--- src/core/keyer_pkg.sv ---
// keyer_pkg: codes, widths, reset values and types of the keyer
// assumes one system clock and a synchronous active high reset
package keyer_pkg;

    localparam int DATA_SEL_W = 5;
    localparam int CAR_SEL_W  = 4;
    localparam int PIN_STAGES = 3;

    // data stream source codes
    localparam logic [4:0] DSEL_PIN    = 5'h00;
    localparam logic [4:0] DSEL_SWBIT  = 5'h01;
    localparam logic [4:0] DSEL_CCP1   = 5'h02;
    localparam logic [4:0] DSEL_PWM6   = 5'h07;
    localparam logic [4:0] DSEL_NCO    = 5'h09;
    localparam logic [4:0] DSEL_CMP1   = 5'h0a;
    localparam logic [4:0] DSEL_CLC1   = 5'h0c;
    localparam logic [4:0] DSEL_UDT    = 5'h10;
    localparam logic [4:0] DSEL_UTXCK  = 5'h11;
    localparam logic [4:0] DSEL_SDO1   = 5'h12;
    localparam logic [4:0] DSEL_LAST   = 5'h13;

    // carrier source codes
    localparam logic [3:0] CSEL_PIN    = 4'h0;
    localparam logic [3:0] CSEL_FOSC   = 4'h1;
    localparam logic [3:0] CSEL_HFINT  = 4'h2;
    localparam logic [3:0] CSEL_REFCLK = 4'h3;
    localparam logic [3:0] CSEL_CCP1   = 4'h4;
    localparam logic [3:0] CSEL_PWM6   = 4'h9;
    localparam logic [3:0] CSEL_NCO    = 4'hb;
    localparam logic [3:0] CSEL_CLC1   = 4'hc;

    // values after reset
    localparam logic       RST_OUT     = 1'b0;
    localparam logic [2:0] RST_PINS    = 3'h0;

    typedef enum logic {PHASE_LOWER, PHASE_UPPER} phase_t;

    typedef struct packed {
        logic                  enable;
        logic                  sw_bit;
        logic                  out_invert;
        logic [DATA_SEL_W-1:0] data_sel;
        logic [CAR_SEL_W-1:0]  upper_sel;
        logic [CAR_SEL_W-1:0]  lower_sel;
        logic                  upper_sync;
        logic                  lower_sync;
        logic                  upper_invert;
        logic                  lower_invert;
    } keyer_cfg_t;

    typedef struct packed {
        logic [4:0] ccp;
        logic [1:0] pwm;
        logic       nco;
        logic [1:0] cmp;
        logic [3:0] clc;
        logic       uart_dt;
        logic       uart_txck;
        logic [1:0] sdo;
        logic       fosc;
        logic       hfint;
        logic       refclk;
    } periph_t;

    // pin triple: data, upper carrier, lower carrier
    typedef struct packed {
        logic data;
        logic upper;
        logic lower;
    } pins_t;

endpackage : keyer_pkg

--- src/core/carrier_keyer.sv ---
// carrier_keyer: keys one of two carriers with a data stream
// assumes peripheral signals share CLK_SYS; pins are asynchronous
`timescale 1ns/1ps
`default_nettype none

module carrier_keyer
    import keyer_pkg::*;
(
    input  wire logic       CLK_SYS,
    input  wire logic       RESET,
    input  wire keyer_cfg_t CFG,
    input  wire periph_t    PERIPH,
    input  wire pins_t      PINS,
    output var  logic       KEYED_OUTPUT_PIN,
    output var  logic       KEYED_OUTPUT_STATUS
);

    typedef struct packed {
        pins_t  pin_s1;
        pins_t  pin_s2;
        pins_t  pin_s3;
        pins_t  pin_val;
        phase_t phase;
        logic   out;
    } state_t;

    state_t st_r;
    state_t st_nxt;

    logic data_stream_signal;
    logic upper_carrier_signal;
    logic lower_carrier_signal;
    logic active_carrier;
    logic mixed;

    // data stream source decode
    function automatic logic pick_data(
        input logic [DATA_SEL_W-1:0] sel,
        input periph_t               p,
        input logic                  pin,
        input logic                  swb
    );
        logic v;
        v = 1'b0;
        if (sel == DSEL_PIN) begin
            v = pin;
        end else if (sel == DSEL_SWBIT) begin
            v = swb;
        end else if (sel < DSEL_PWM6) begin
            v = p.ccp[3'(sel - DSEL_CCP1)];
        end else if (sel < DSEL_NCO) begin
            v = p.pwm[1'(sel - DSEL_PWM6)];
        end else if (sel == DSEL_NCO) begin
            v = p.nco;
        end else if (sel < DSEL_CLC1) begin
            v = p.cmp[1'(sel - DSEL_CMP1)];
        end else if (sel < DSEL_UDT) begin
            v = p.clc[2'(sel - DSEL_CLC1)];
        end else if (sel == DSEL_UDT) begin
            v = p.uart_dt;
        end else if (sel == DSEL_UTXCK) begin
            v = p.uart_txck;
        end else if (sel <= DSEL_LAST) begin
            v = p.sdo[1'(sel - DSEL_SDO1)];
        end else begin
            v = 1'b0;
        end
        return v;
    endfunction : pick_data

    // carrier source decode, used for both carriers
    function automatic logic pick_carrier(
        input logic [CAR_SEL_W-1:0] sel,
        input periph_t              p,
        input logic                 pin
    );
        logic v;
        v = 1'b0;
        if (sel == CSEL_PIN) begin
            v = pin;
        end else if (sel == CSEL_FOSC) begin
            v = p.fosc;
        end else if (sel == CSEL_HFINT) begin
            v = p.hfint;
        end else if (sel == CSEL_REFCLK) begin
            v = p.refclk;
        end else if (sel < CSEL_PWM6) begin
            v = p.ccp[3'(sel - CSEL_CCP1)];
        end else if (sel < CSEL_NCO) begin
            v = p.pwm[1'(sel - CSEL_PWM6)];
        end else if (sel == CSEL_NCO) begin
            v = p.nco;
        end else begin
            v = p.clc[2'(sel - CSEL_CLC1)];
        end
        return v;
    endfunction : pick_carrier

    // source selection; cfg fields are only read, never changed
    always_comb begin
        if (CFG.enable) begin
            data_stream_signal = pick_data(CFG.data_sel, PERIPH,
                st_r.pin_val.data, CFG.sw_bit);
            upper_carrier_signal = pick_carrier(CFG.upper_sel, PERIPH,
                st_r.pin_val.upper) ^ CFG.upper_invert;
            lower_carrier_signal = pick_carrier(CFG.lower_sel, PERIPH,
                st_r.pin_val.lower) ^ CFG.lower_invert;
        end else begin
            data_stream_signal   = CFG.sw_bit;
            upper_carrier_signal = 1'b0;
            lower_carrier_signal = 1'b0;
        end
    end

    // mixer: the phase follows the data stream, held back by sync
    always_comb begin
        if (st_r.phase == PHASE_UPPER) begin
            active_carrier = upper_carrier_signal;
            mixed = upper_carrier_signal
                & (data_stream_signal | CFG.upper_sync);
        end else begin
            active_carrier = lower_carrier_signal;
            mixed = lower_carrier_signal
                & (~data_stream_signal | CFG.lower_sync);
        end
    end

    // next state
    always_comb begin
        st_nxt        = st_r;
        st_nxt.pin_s1 = PINS;
        st_nxt.pin_s2 = st_r.pin_s1;
        st_nxt.pin_s3 = st_r.pin_s2;
        // a pin change counts once stages two and three agree
        if (st_r.pin_s2.data == st_r.pin_s3.data) begin
            st_nxt.pin_val.data = st_r.pin_s3.data;
        end
        if (st_r.pin_s2.upper == st_r.pin_s3.upper) begin
            st_nxt.pin_val.upper = st_r.pin_s3.upper;
        end
        if (st_r.pin_s2.lower == st_r.pin_s3.lower) begin
            st_nxt.pin_val.lower = st_r.pin_s3.lower;
        end
        // carrier phase; a sync'd switch waits for the carrier to be low
        case (st_r.phase)
            PHASE_UPPER: begin
                if (!data_stream_signal
                    && (!CFG.upper_sync || !upper_carrier_signal)) begin
                    st_nxt.phase = PHASE_LOWER;
                end
            end
            PHASE_LOWER: begin
                if (data_stream_signal
                    && (!CFG.lower_sync || !lower_carrier_signal)) begin
                    st_nxt.phase = PHASE_UPPER;
                end
            end
            default: begin
                st_nxt.phase = PHASE_LOWER;
            end
        endcase
        // output stage: low while disabled, else polarity applied
        if (CFG.enable) begin
            st_nxt.out = mixed ^ CFG.out_invert;
        end else begin
            st_nxt.out = RST_OUT;
        end
    end

    // state register
    always_ff @(posedge CLK_SYS) begin
        if (RESET) begin
            st_r.pin_s1  <= RST_PINS;
            st_r.pin_s2  <= RST_PINS;
            st_r.pin_s3  <= RST_PINS;
            st_r.pin_val <= RST_PINS;
            st_r.phase   <= PHASE_LOWER;
            st_r.out     <= RST_OUT;
        end else begin
            st_r <= st_nxt;
        end
    end

    assign KEYED_OUTPUT_PIN    = st_r.out;
    assign KEYED_OUTPUT_STATUS = st_r.out;
endmodule : carrier_keyer

`default_nettype wire

--- config.mk ---
export PLATFORM = sky130hd
export DESIGN_NAME = carrier_keyer
export DESIGN_NICKNAME = d
export VERILOG_FILES = /design/src/core/keyer_pkg.sv /design/src/core/carrier_keyer.sv
export SDC_FILE = /design/constraint.sdc
export NUM_CORES = 1
export LEC_CHECK = 0
export BUFFER_PORTS_ARGS = -buffer_cell sky130_fd_sc_hd__buf_4
export CAP_MARGIN = 20
export CORE_UTILIZATION = 42
export CTS_BUF_LIST = sky130_fd_sc_hd__clkbuf_8 sky130_fd_sc_hd__clkbuf_16
export DETAILED_ROUTE_END_ITERATION = 10
export GPL_TIMING_DRIVEN = 0
export PLACE_DENSITY = 0.74
export SYNTH_ARGS = -nofsm -noshare
export SYNTH_HDL_FRONTEND = slang
export SYNTH_SLANG_ARGS = --single-unit
--- constraint.sdc ---
create_clock -name CLK_SYS -period 2.32 [get_ports CLK_SYS]
set_input_delay 0.232 -clock CLK_SYS [delete_from_list [all_inputs] [get_ports CLK_SYS]]
set_output_delay 0.232 -clock CLK_SYS [all_outputs]
set_load 0.01 [all_outputs]
==> flow_summary.toml, run 1 <==
[synth]
synth_top_cell_by_area = "dfxtp_1"
synth_edf_count = 0
syn_area_sq_um = 1170
async_reset_ff_share_pct = 0
synth_nets = 184
netlist_top_cells_count = "dfxtp_1 (14), nor2b_1 (14), a21oi_1 (10)"
synth_top_area_share_pct = 23.9
yosysSeqAreaShare_pct = 23.9
synth_cell_types = 43
synth-seq-cells = 14
ys_warn_count = 0
synth_cells = 135
synthTopCellsByArea = "dfxtp_1 (24%), mux4_2 (9.6%), mux2i_1 (7.7%)"
avgSynthCellArea_sq_um = 8.70
synthFlopType = "dfxtp_1"

[sta]
hold_ws_ns = 0.191
fmax_mhz = 500
tns_ns = 0
setup_viol = 0
fin_crit_sh_pct = 86.1
finalHoldViolCount = 0
min_period_ns = 2.00
fin_skew_ns = 0.000509
slew_viol_final = 0
relSlewSlack_pct = 58.4
rsz0062_at_grt = "false"
worst_slew_pin_slew_ns = 0.609

[power]
p_leak_nw = 0.699
swShare_pct = 25.2
pwr-share-comb_pct = 29.7
seqPwrFrac_pct = 36.7
powerDensity_nw_per_um2 = 437
p_switching_w = 0.000174
clkPwrFrac_pct = 33.6
vdd_drop_max_mv = 0.532
intPower_w = 0.000518

[layout]
n_antenna_cell = 0
drive_gt1_share_pct = 38.7
fin_nets = 231
syn2layout_area_growth_pct = 34.7

[hold_path]
holdCritStartpoint = "RESET"
min_path_type = "in -> reg"

[global_routing]
grt_pass1_wl_um = 4300
antenna_found_initial = 0
grt_pass1_vias = 1044
grt_use_total_pct = 19.3
overflow = 0
grt_max_degree = 11

[clock_network]
clk_pin_slew_ns = 0.06
ctsHoldBuffers = 0
clock-sinks = 14
clk_latency_ns = 0.24
cts_max_level = 1
cts_resized = 0
tritoncts = "built"
cts_buffers = 3
cts_setup_buffers = 0
clk_path_buf_depth = 2
cts-root-buf = "clkbuf_8"

[floorplanning]
die_h_um = 54.9
rows = 18
initial_utilization_pct = 45.8
die_w_um = 54.9
io_pins = 48
die_area_sq_um = 3010
core_sq_um = 2570

[critical_path]
required_ns = 2.49
crit_fanout = 6
arrival_ns = 2.17
critPathKind = "in -> reg"
startpoint = "CFG[13]"
cp-start-kind = "primary input"
r2r-start = "st_r[4]$_SDFFE_PP0N_"
worst_setup_path_end_kind = "flop"

[job]
max_cap_viol_count = 0

[detailed_routing]
drtAntennaViolNets = 0
routed_via_density = 5.57
drt-total-wl_um = 2820
wl_per_cell_um = 13.4
drcViolationCount = 0
drt_iter0_drc = 26
vias = 1175
first_pass_iters = 4

[place]
gp_congestion = 0.743
dp_hpwl_um = 2280
io_buffers = 42

[status]
status = "finished clean"
## power groups by stage
stage	logic, W	clock network (W)	registers, W
after floorplan	0.000114	0	0.000259
after global placement	0.000200	0	0.000258
after detailed placement	0.000205	0	0.000259
after CTS	0.000206	0.000237	0.000254
after global routing	0.000225	0.000251	0.000255
final	0.000206	0.000233	0.000254
## cells in the final DEF, fill, tap and decap left out, types with 2 or more instances in the layout
cell	instances
buf_4	43
dfxtp_1	14
nor2b_1	14
a21oi_1	10
o21ai_0	9
mux2i_1	9
nand2_1	8
nor2_1	8
buf_2	5
mux4_2	5
clkbuf_8	4
inv_1	3
and3_1	3
nand3_1	3
or2b_2	3
nand3b_1	3
ha_1	3
a221oi_1	2
a311oi_1	2
a2111oi_0	2
mux2_2	2
a211oi_1	2
or3b_2	2
o31ai_1	2
## registers in the layout, indices dropped and copies added, names as in the netlist
signal            flops
KEYED_OUTPUT_PIN      1
st_r                  7
st_nxt                6
## layout make-up
class | instances | area (sq um)
tap | 30 | 37.5
timing repair buffer | 42 | 315
inverter | 3 | 11.3
clock buffer | 4 | 55.1
fill | 240 | 985
buffer | 8 | 47.5
sequential | 14 | 280
multi-input combinational | 110 | 836
## cells by family after synthesis
kind of cell / Yosys count / share of synthesized area [%]
mux: 16 / 19.2
compound gates: 37 / 21.4
simple gates: 54 / 27.4
flops: 14 / 23.9
buf+inv: 11 / 5.00
fa+ha+maj: 3 / 3.20
## critical path: stages
cell and delay, ns:
buf_4 0.11, inv_1 0.08, ha_1 0.35, mux2i_1 0.13, o21ai_0 0.18, a211oi_1 0.14, or4_1 0.51, o31a_1 0.12
a2bb2oi_2 0.14, mux2i_1 0.18
## path summary, 6_finish.rpt
| check | depth (start not counted) | slack (ns) | to |
|---|---|---|---|
| setup / recovery | 10 | 0.32 | KEYED_OUTPUT_PIN$_SDFF_PP0_ |
| hold / removal | 2 | 0.19 | st_r[6]$_SDFF_PP0_ |
| setup reg to reg | 7 | 0.55 | KEYED_OUTPUT_PIN$_SDFF_PP0_ |
| hold reg to reg | 1 | 0.43 | st_nxt[6]$_SDFF_PP0_ |
## per-layer routing
layer / global-route usage [%] / up-vias / share of wire (%)
met5: 0 / - / 0
met3: 4.10 / 0 / 6.5
li1: - / 599 / -
met2: 36.1 / 42 / 48
met4: 0 / 0 / 0
met1: 23.9 / 534 / 45
## metrics by stage
| step | power (W) | setup slack (ns) | cells | area (sq um) | util (%) |
|---|---|---|---|---|---|
| after floorplan | 0.000372 | 0.395 | 135 | 1170 | - |
| after global placement | 0.000459 | 0.0798 | 207 | 1530 | 59.5 |
| after detailed placement | 0.000465 | 0.0597 | 207 | 1530 | 59.5 |
| after CTS | 0.000698 | 0.311 | 211 | 1580 | 61.6 |
| after global routing | 0.000731 | 0.176 | 211 | 1580 | 61.6 |
| final | 0.000692 | 0.322 | 211 | 1580 | 61.6 |
Note: power is estimated with default switching activity, not from simulation.
==> run 2: changes to the inputs <==
--- a/config.mk
+++ b/config.mk
@@ -7,2 +7,3 @@
 export LEC_CHECK = 0
+export ABC_AREA = 1
 export BUFFER_PORTS_ARGS = -buffer_cell sky130_fd_sc_hd__buf_4
@@ -13,3 +14,3 @@
 export GPL_TIMING_DRIVEN = 0
-export PLACE_DENSITY = 0.74
+export PLACE_DENSITY = 0.72
 export SYNTH_ARGS = -nofsm -noshare
--- a/constraint.sdc
+++ b/constraint.sdc
@@ -3,2 +3,2 @@
 set_output_delay 0.232 -clock CLK_SYS [all_outputs]
-set_load 0.01 [all_outputs]
+set_load 0.005 [all_outputs]
==> flow_summary.toml, run 2 <==
[status]
status = "finished clean"

[sta]
relSlewSlack_pct = 73.5
min_period_ns = 1.52
slew_viol_final = 0
finalHoldViolCount = 0
fin_crit_sh_pct = 65.5
fin_skew_ns = 0.000953
hold_ws_ns = 0.191
fmax_mhz = 659
worst_slew_pin_slew_ns = 0.397
rsz0062_at_grt = "false"
setup_viol = 0
tns_ns = 0

[synth]
syn_area_sq_um = 1340
synthFlopType = "dfxtp_1"
async_reset_ff_share_pct = 0
synth_cell_types = 27
avgSynthCellArea_sq_um = 5.43
synth-seq-cells = 14
netlist_top_cells_count = "nand2_1 (77), inv_1 (41), nor2_1 (41)"
synth_top_cell_by_area = "nand2_1"
yosysSeqAreaShare_pct = 21.0
synth_most_common_cell = "nand2_1"
synthTopCellsByArea = "nand2_1 (22%), dfxtp_1 (21%), inv_1 (12%)"
ys_warn_count = 0
synth_top_area_share_pct = 21.6
synth_edf_count = 0
synth_nets = 295
synth_cells = 246

[detailed_routing]
drcViolationCount = 0
wl_per_cell_um = 9.45
drt_iter0_drc = 56
drtAntennaViolNets = 0
routed_via_density = 4.52
first_pass_iters = 4
vias = 1533
drt-total-wl_um = 3200

[layout]
nFillCells = 324
syn2layout_area_growth_pct = 33.5
registers.top_by_ff_count = "st_r"
fin_nets = 345
seq_area_sq_um = 280
drive_gt1_share_pct = 23.1
final_common_cell = "nand2_1"
post-route-util_pct = 58.9
largest_register_ffs = 7
n_antenna_cell = 0
fin_area_sq_um = 1780
multiInputGateArea_sq_um = 848
final_cell_mix = "nand2_1 (77), buf_4 (47), inv_1 (41), nor2_1 (41), nand3_1 (18)"

[clock_network]
clk_latency_ns = 0.24
clk_pin_slew_ns = 0.06
clock-sinks = 14
cts_setup_buffers = 0
clk_path_buf_depth = 2
ctsHoldBuffers = 0
tritoncts = "built"
cts_buffers = 3
cts_resized = 0
cts_max_level = 1
cts-root-buf = "clkbuf_8"

[global_routing]
overflow = 0
grt_use_total_pct = 20.3
grt_pass1_wl_um = 5410
antenna_found_initial = 0
grt_max_degree = 11
grt_pass1_vias = 1349

[power]
powerDensity_nw_per_um2 = 400
vdd_drop_max_mv = 0.549
p_leak_nw = 0.982

[floorplanning]
core_sq_um = 3030
rows = 20
die_w_um = 58.4
die_h_um = 58.4
initial_utilization_pct = 44.1
die_area_sq_um = 3410
io_pins = 48

[critical_path]
cpMostUsedCell = "nand2_1"
slowest_stage = "nor2_2"
r2r_cells = 7
r2r_slack_ns = 1.22
r2r-end = "KEYED_OUTPUT_PIN$_SDFF_PP0_"
cpPeakStageDelay_ns = 0.16
required_ns = 2.45
arrival_ns = 1.65
cp-start-kind = "primary input"
crit_path_cell_trace = "buf_4, buf_6, nor2_2, nand2_1, nand3_1, nor2_1, nor2_1, nand2_1, nand2_1, nand2_1, nand2_1, nand2_1, nand2_1, nand2_2, nand2_2, nand2_1, nand2_1, nand3_1, nand2_1, nor2_1"
critPathKind = "in -> reg"
r2r-start = "st_r[2]$_SDFFE_PP0N_"
worst_setup_path_end_kind = "flop"
crit_fanout = 10

[place]
gp_congestion = 0.844
dpl-instance-area_sq_um = 1730
dp_hpwl_um = 2640
io_buffers = 45

[hold_path]
min_path_type = "in -> reg"
worstHoldPathCells = 3
min_to = "st_nxt[9]$_SDFF_PP0_"
holdCritStartpoint = "PINS[1]"

[job]
max_cap_viol_count = 0
[run 2: cell count changes in the layout (fill, tap and decap cells not counted), sizes merged, moves of 4 or more]
cell,before,now
nand2,8,81
inv,3,43
nor2,8,46
nand3,3,18
nor2b,14,0
mux2i,9,0
nand4,0,7
mux4,5,0
or2b,4,0
[run 2: stage by stage]
step | instances | total power [W] | setup WS, ns
finish | 339 | 0.000713 | 0.801
global route | 339 | 0.000765 | 0.618
CTS | 339 | 0.000720 | 0.796
detailed placement | 335 | 0.000488 | 0.544
global placement | 335 | 0.000487 | 0.528
floorplan | 246 | 0.000389 | 0.817
[run 2: layout make-up]
class,count,area share (%)
inverter,43,9.05
multi-input combinational,183,47.5
clock buffer,4,3.09
tap,44,3.09
buffer,6,2.59
sequential,14,15.7
timing repair buffer,45,18.9
[run 2: how the worst max path moves through the flow]
stage	startpoint	endpoint	slack, ns	depth (start not counted)
after floorplan	CFG[12]	KEYED_OUTPUT_PIN$_SDFF_PP0_	0.82	18
after global placement	CFG[12]	KEYED_OUTPUT_PIN$_SDFF_PP0_	0.53	20
after detailed placement	CFG[12]	KEYED_OUTPUT_PIN$_SDFF_PP0_	0.54	20
after CTS	CFG[12]	KEYED_OUTPUT_PIN$_SDFF_PP0_	0.80	20
after global routing	CFG[12]	KEYED_OUTPUT_PIN$_SDFF_PP0_	0.62	20
final	CFG[12]	KEYED_OUTPUT_PIN$_SDFF_PP0_	0.80	20
[run 2: cells by family (layout without fill, tap and decap cells)]
group	Yosys count	after routing	synth area share [%]
AND/OR/NAND/NOR	158	158	51.5
flip-flops	14	14	21.0
AO/OA/AOI/OAI	22	22	9.18
adder cells (fa/ha/maj)	3	3	2.81
buffers and inverters	49	98	15.5
[run 2: power breakdown]
| group | switching (W) | total (W) | internal [W] |
|---|---|---|---|
| combinational | 0.000121 | 0.000229 | 0.000108 |
| clock | 0.0000802 | 0.000230 | 0.000150 |
| sequential | 0.00000374 | 0.000254 | 0.000250 |
| total | 0.000205 | 0.000713 | 0.000508 |
[run 2: per-layer routing]
layer | vias to the layer above | wire, um | track usage [%]
li1 | 856 | - | -
met1 | 640 | 1570 | 25.6
met2 | 33 | 1440 | 35.3
met3 | 4 | 150 | 3.30
met4 | 0 | 36 | 6.12
met5 | - | 0 | 0
[run 2: worst max-delay path, delay by kind of cell]
family                 cells  cell delay [ns]
and+or+nand+nor           18             1.16
buffers and inverters      2             0.25
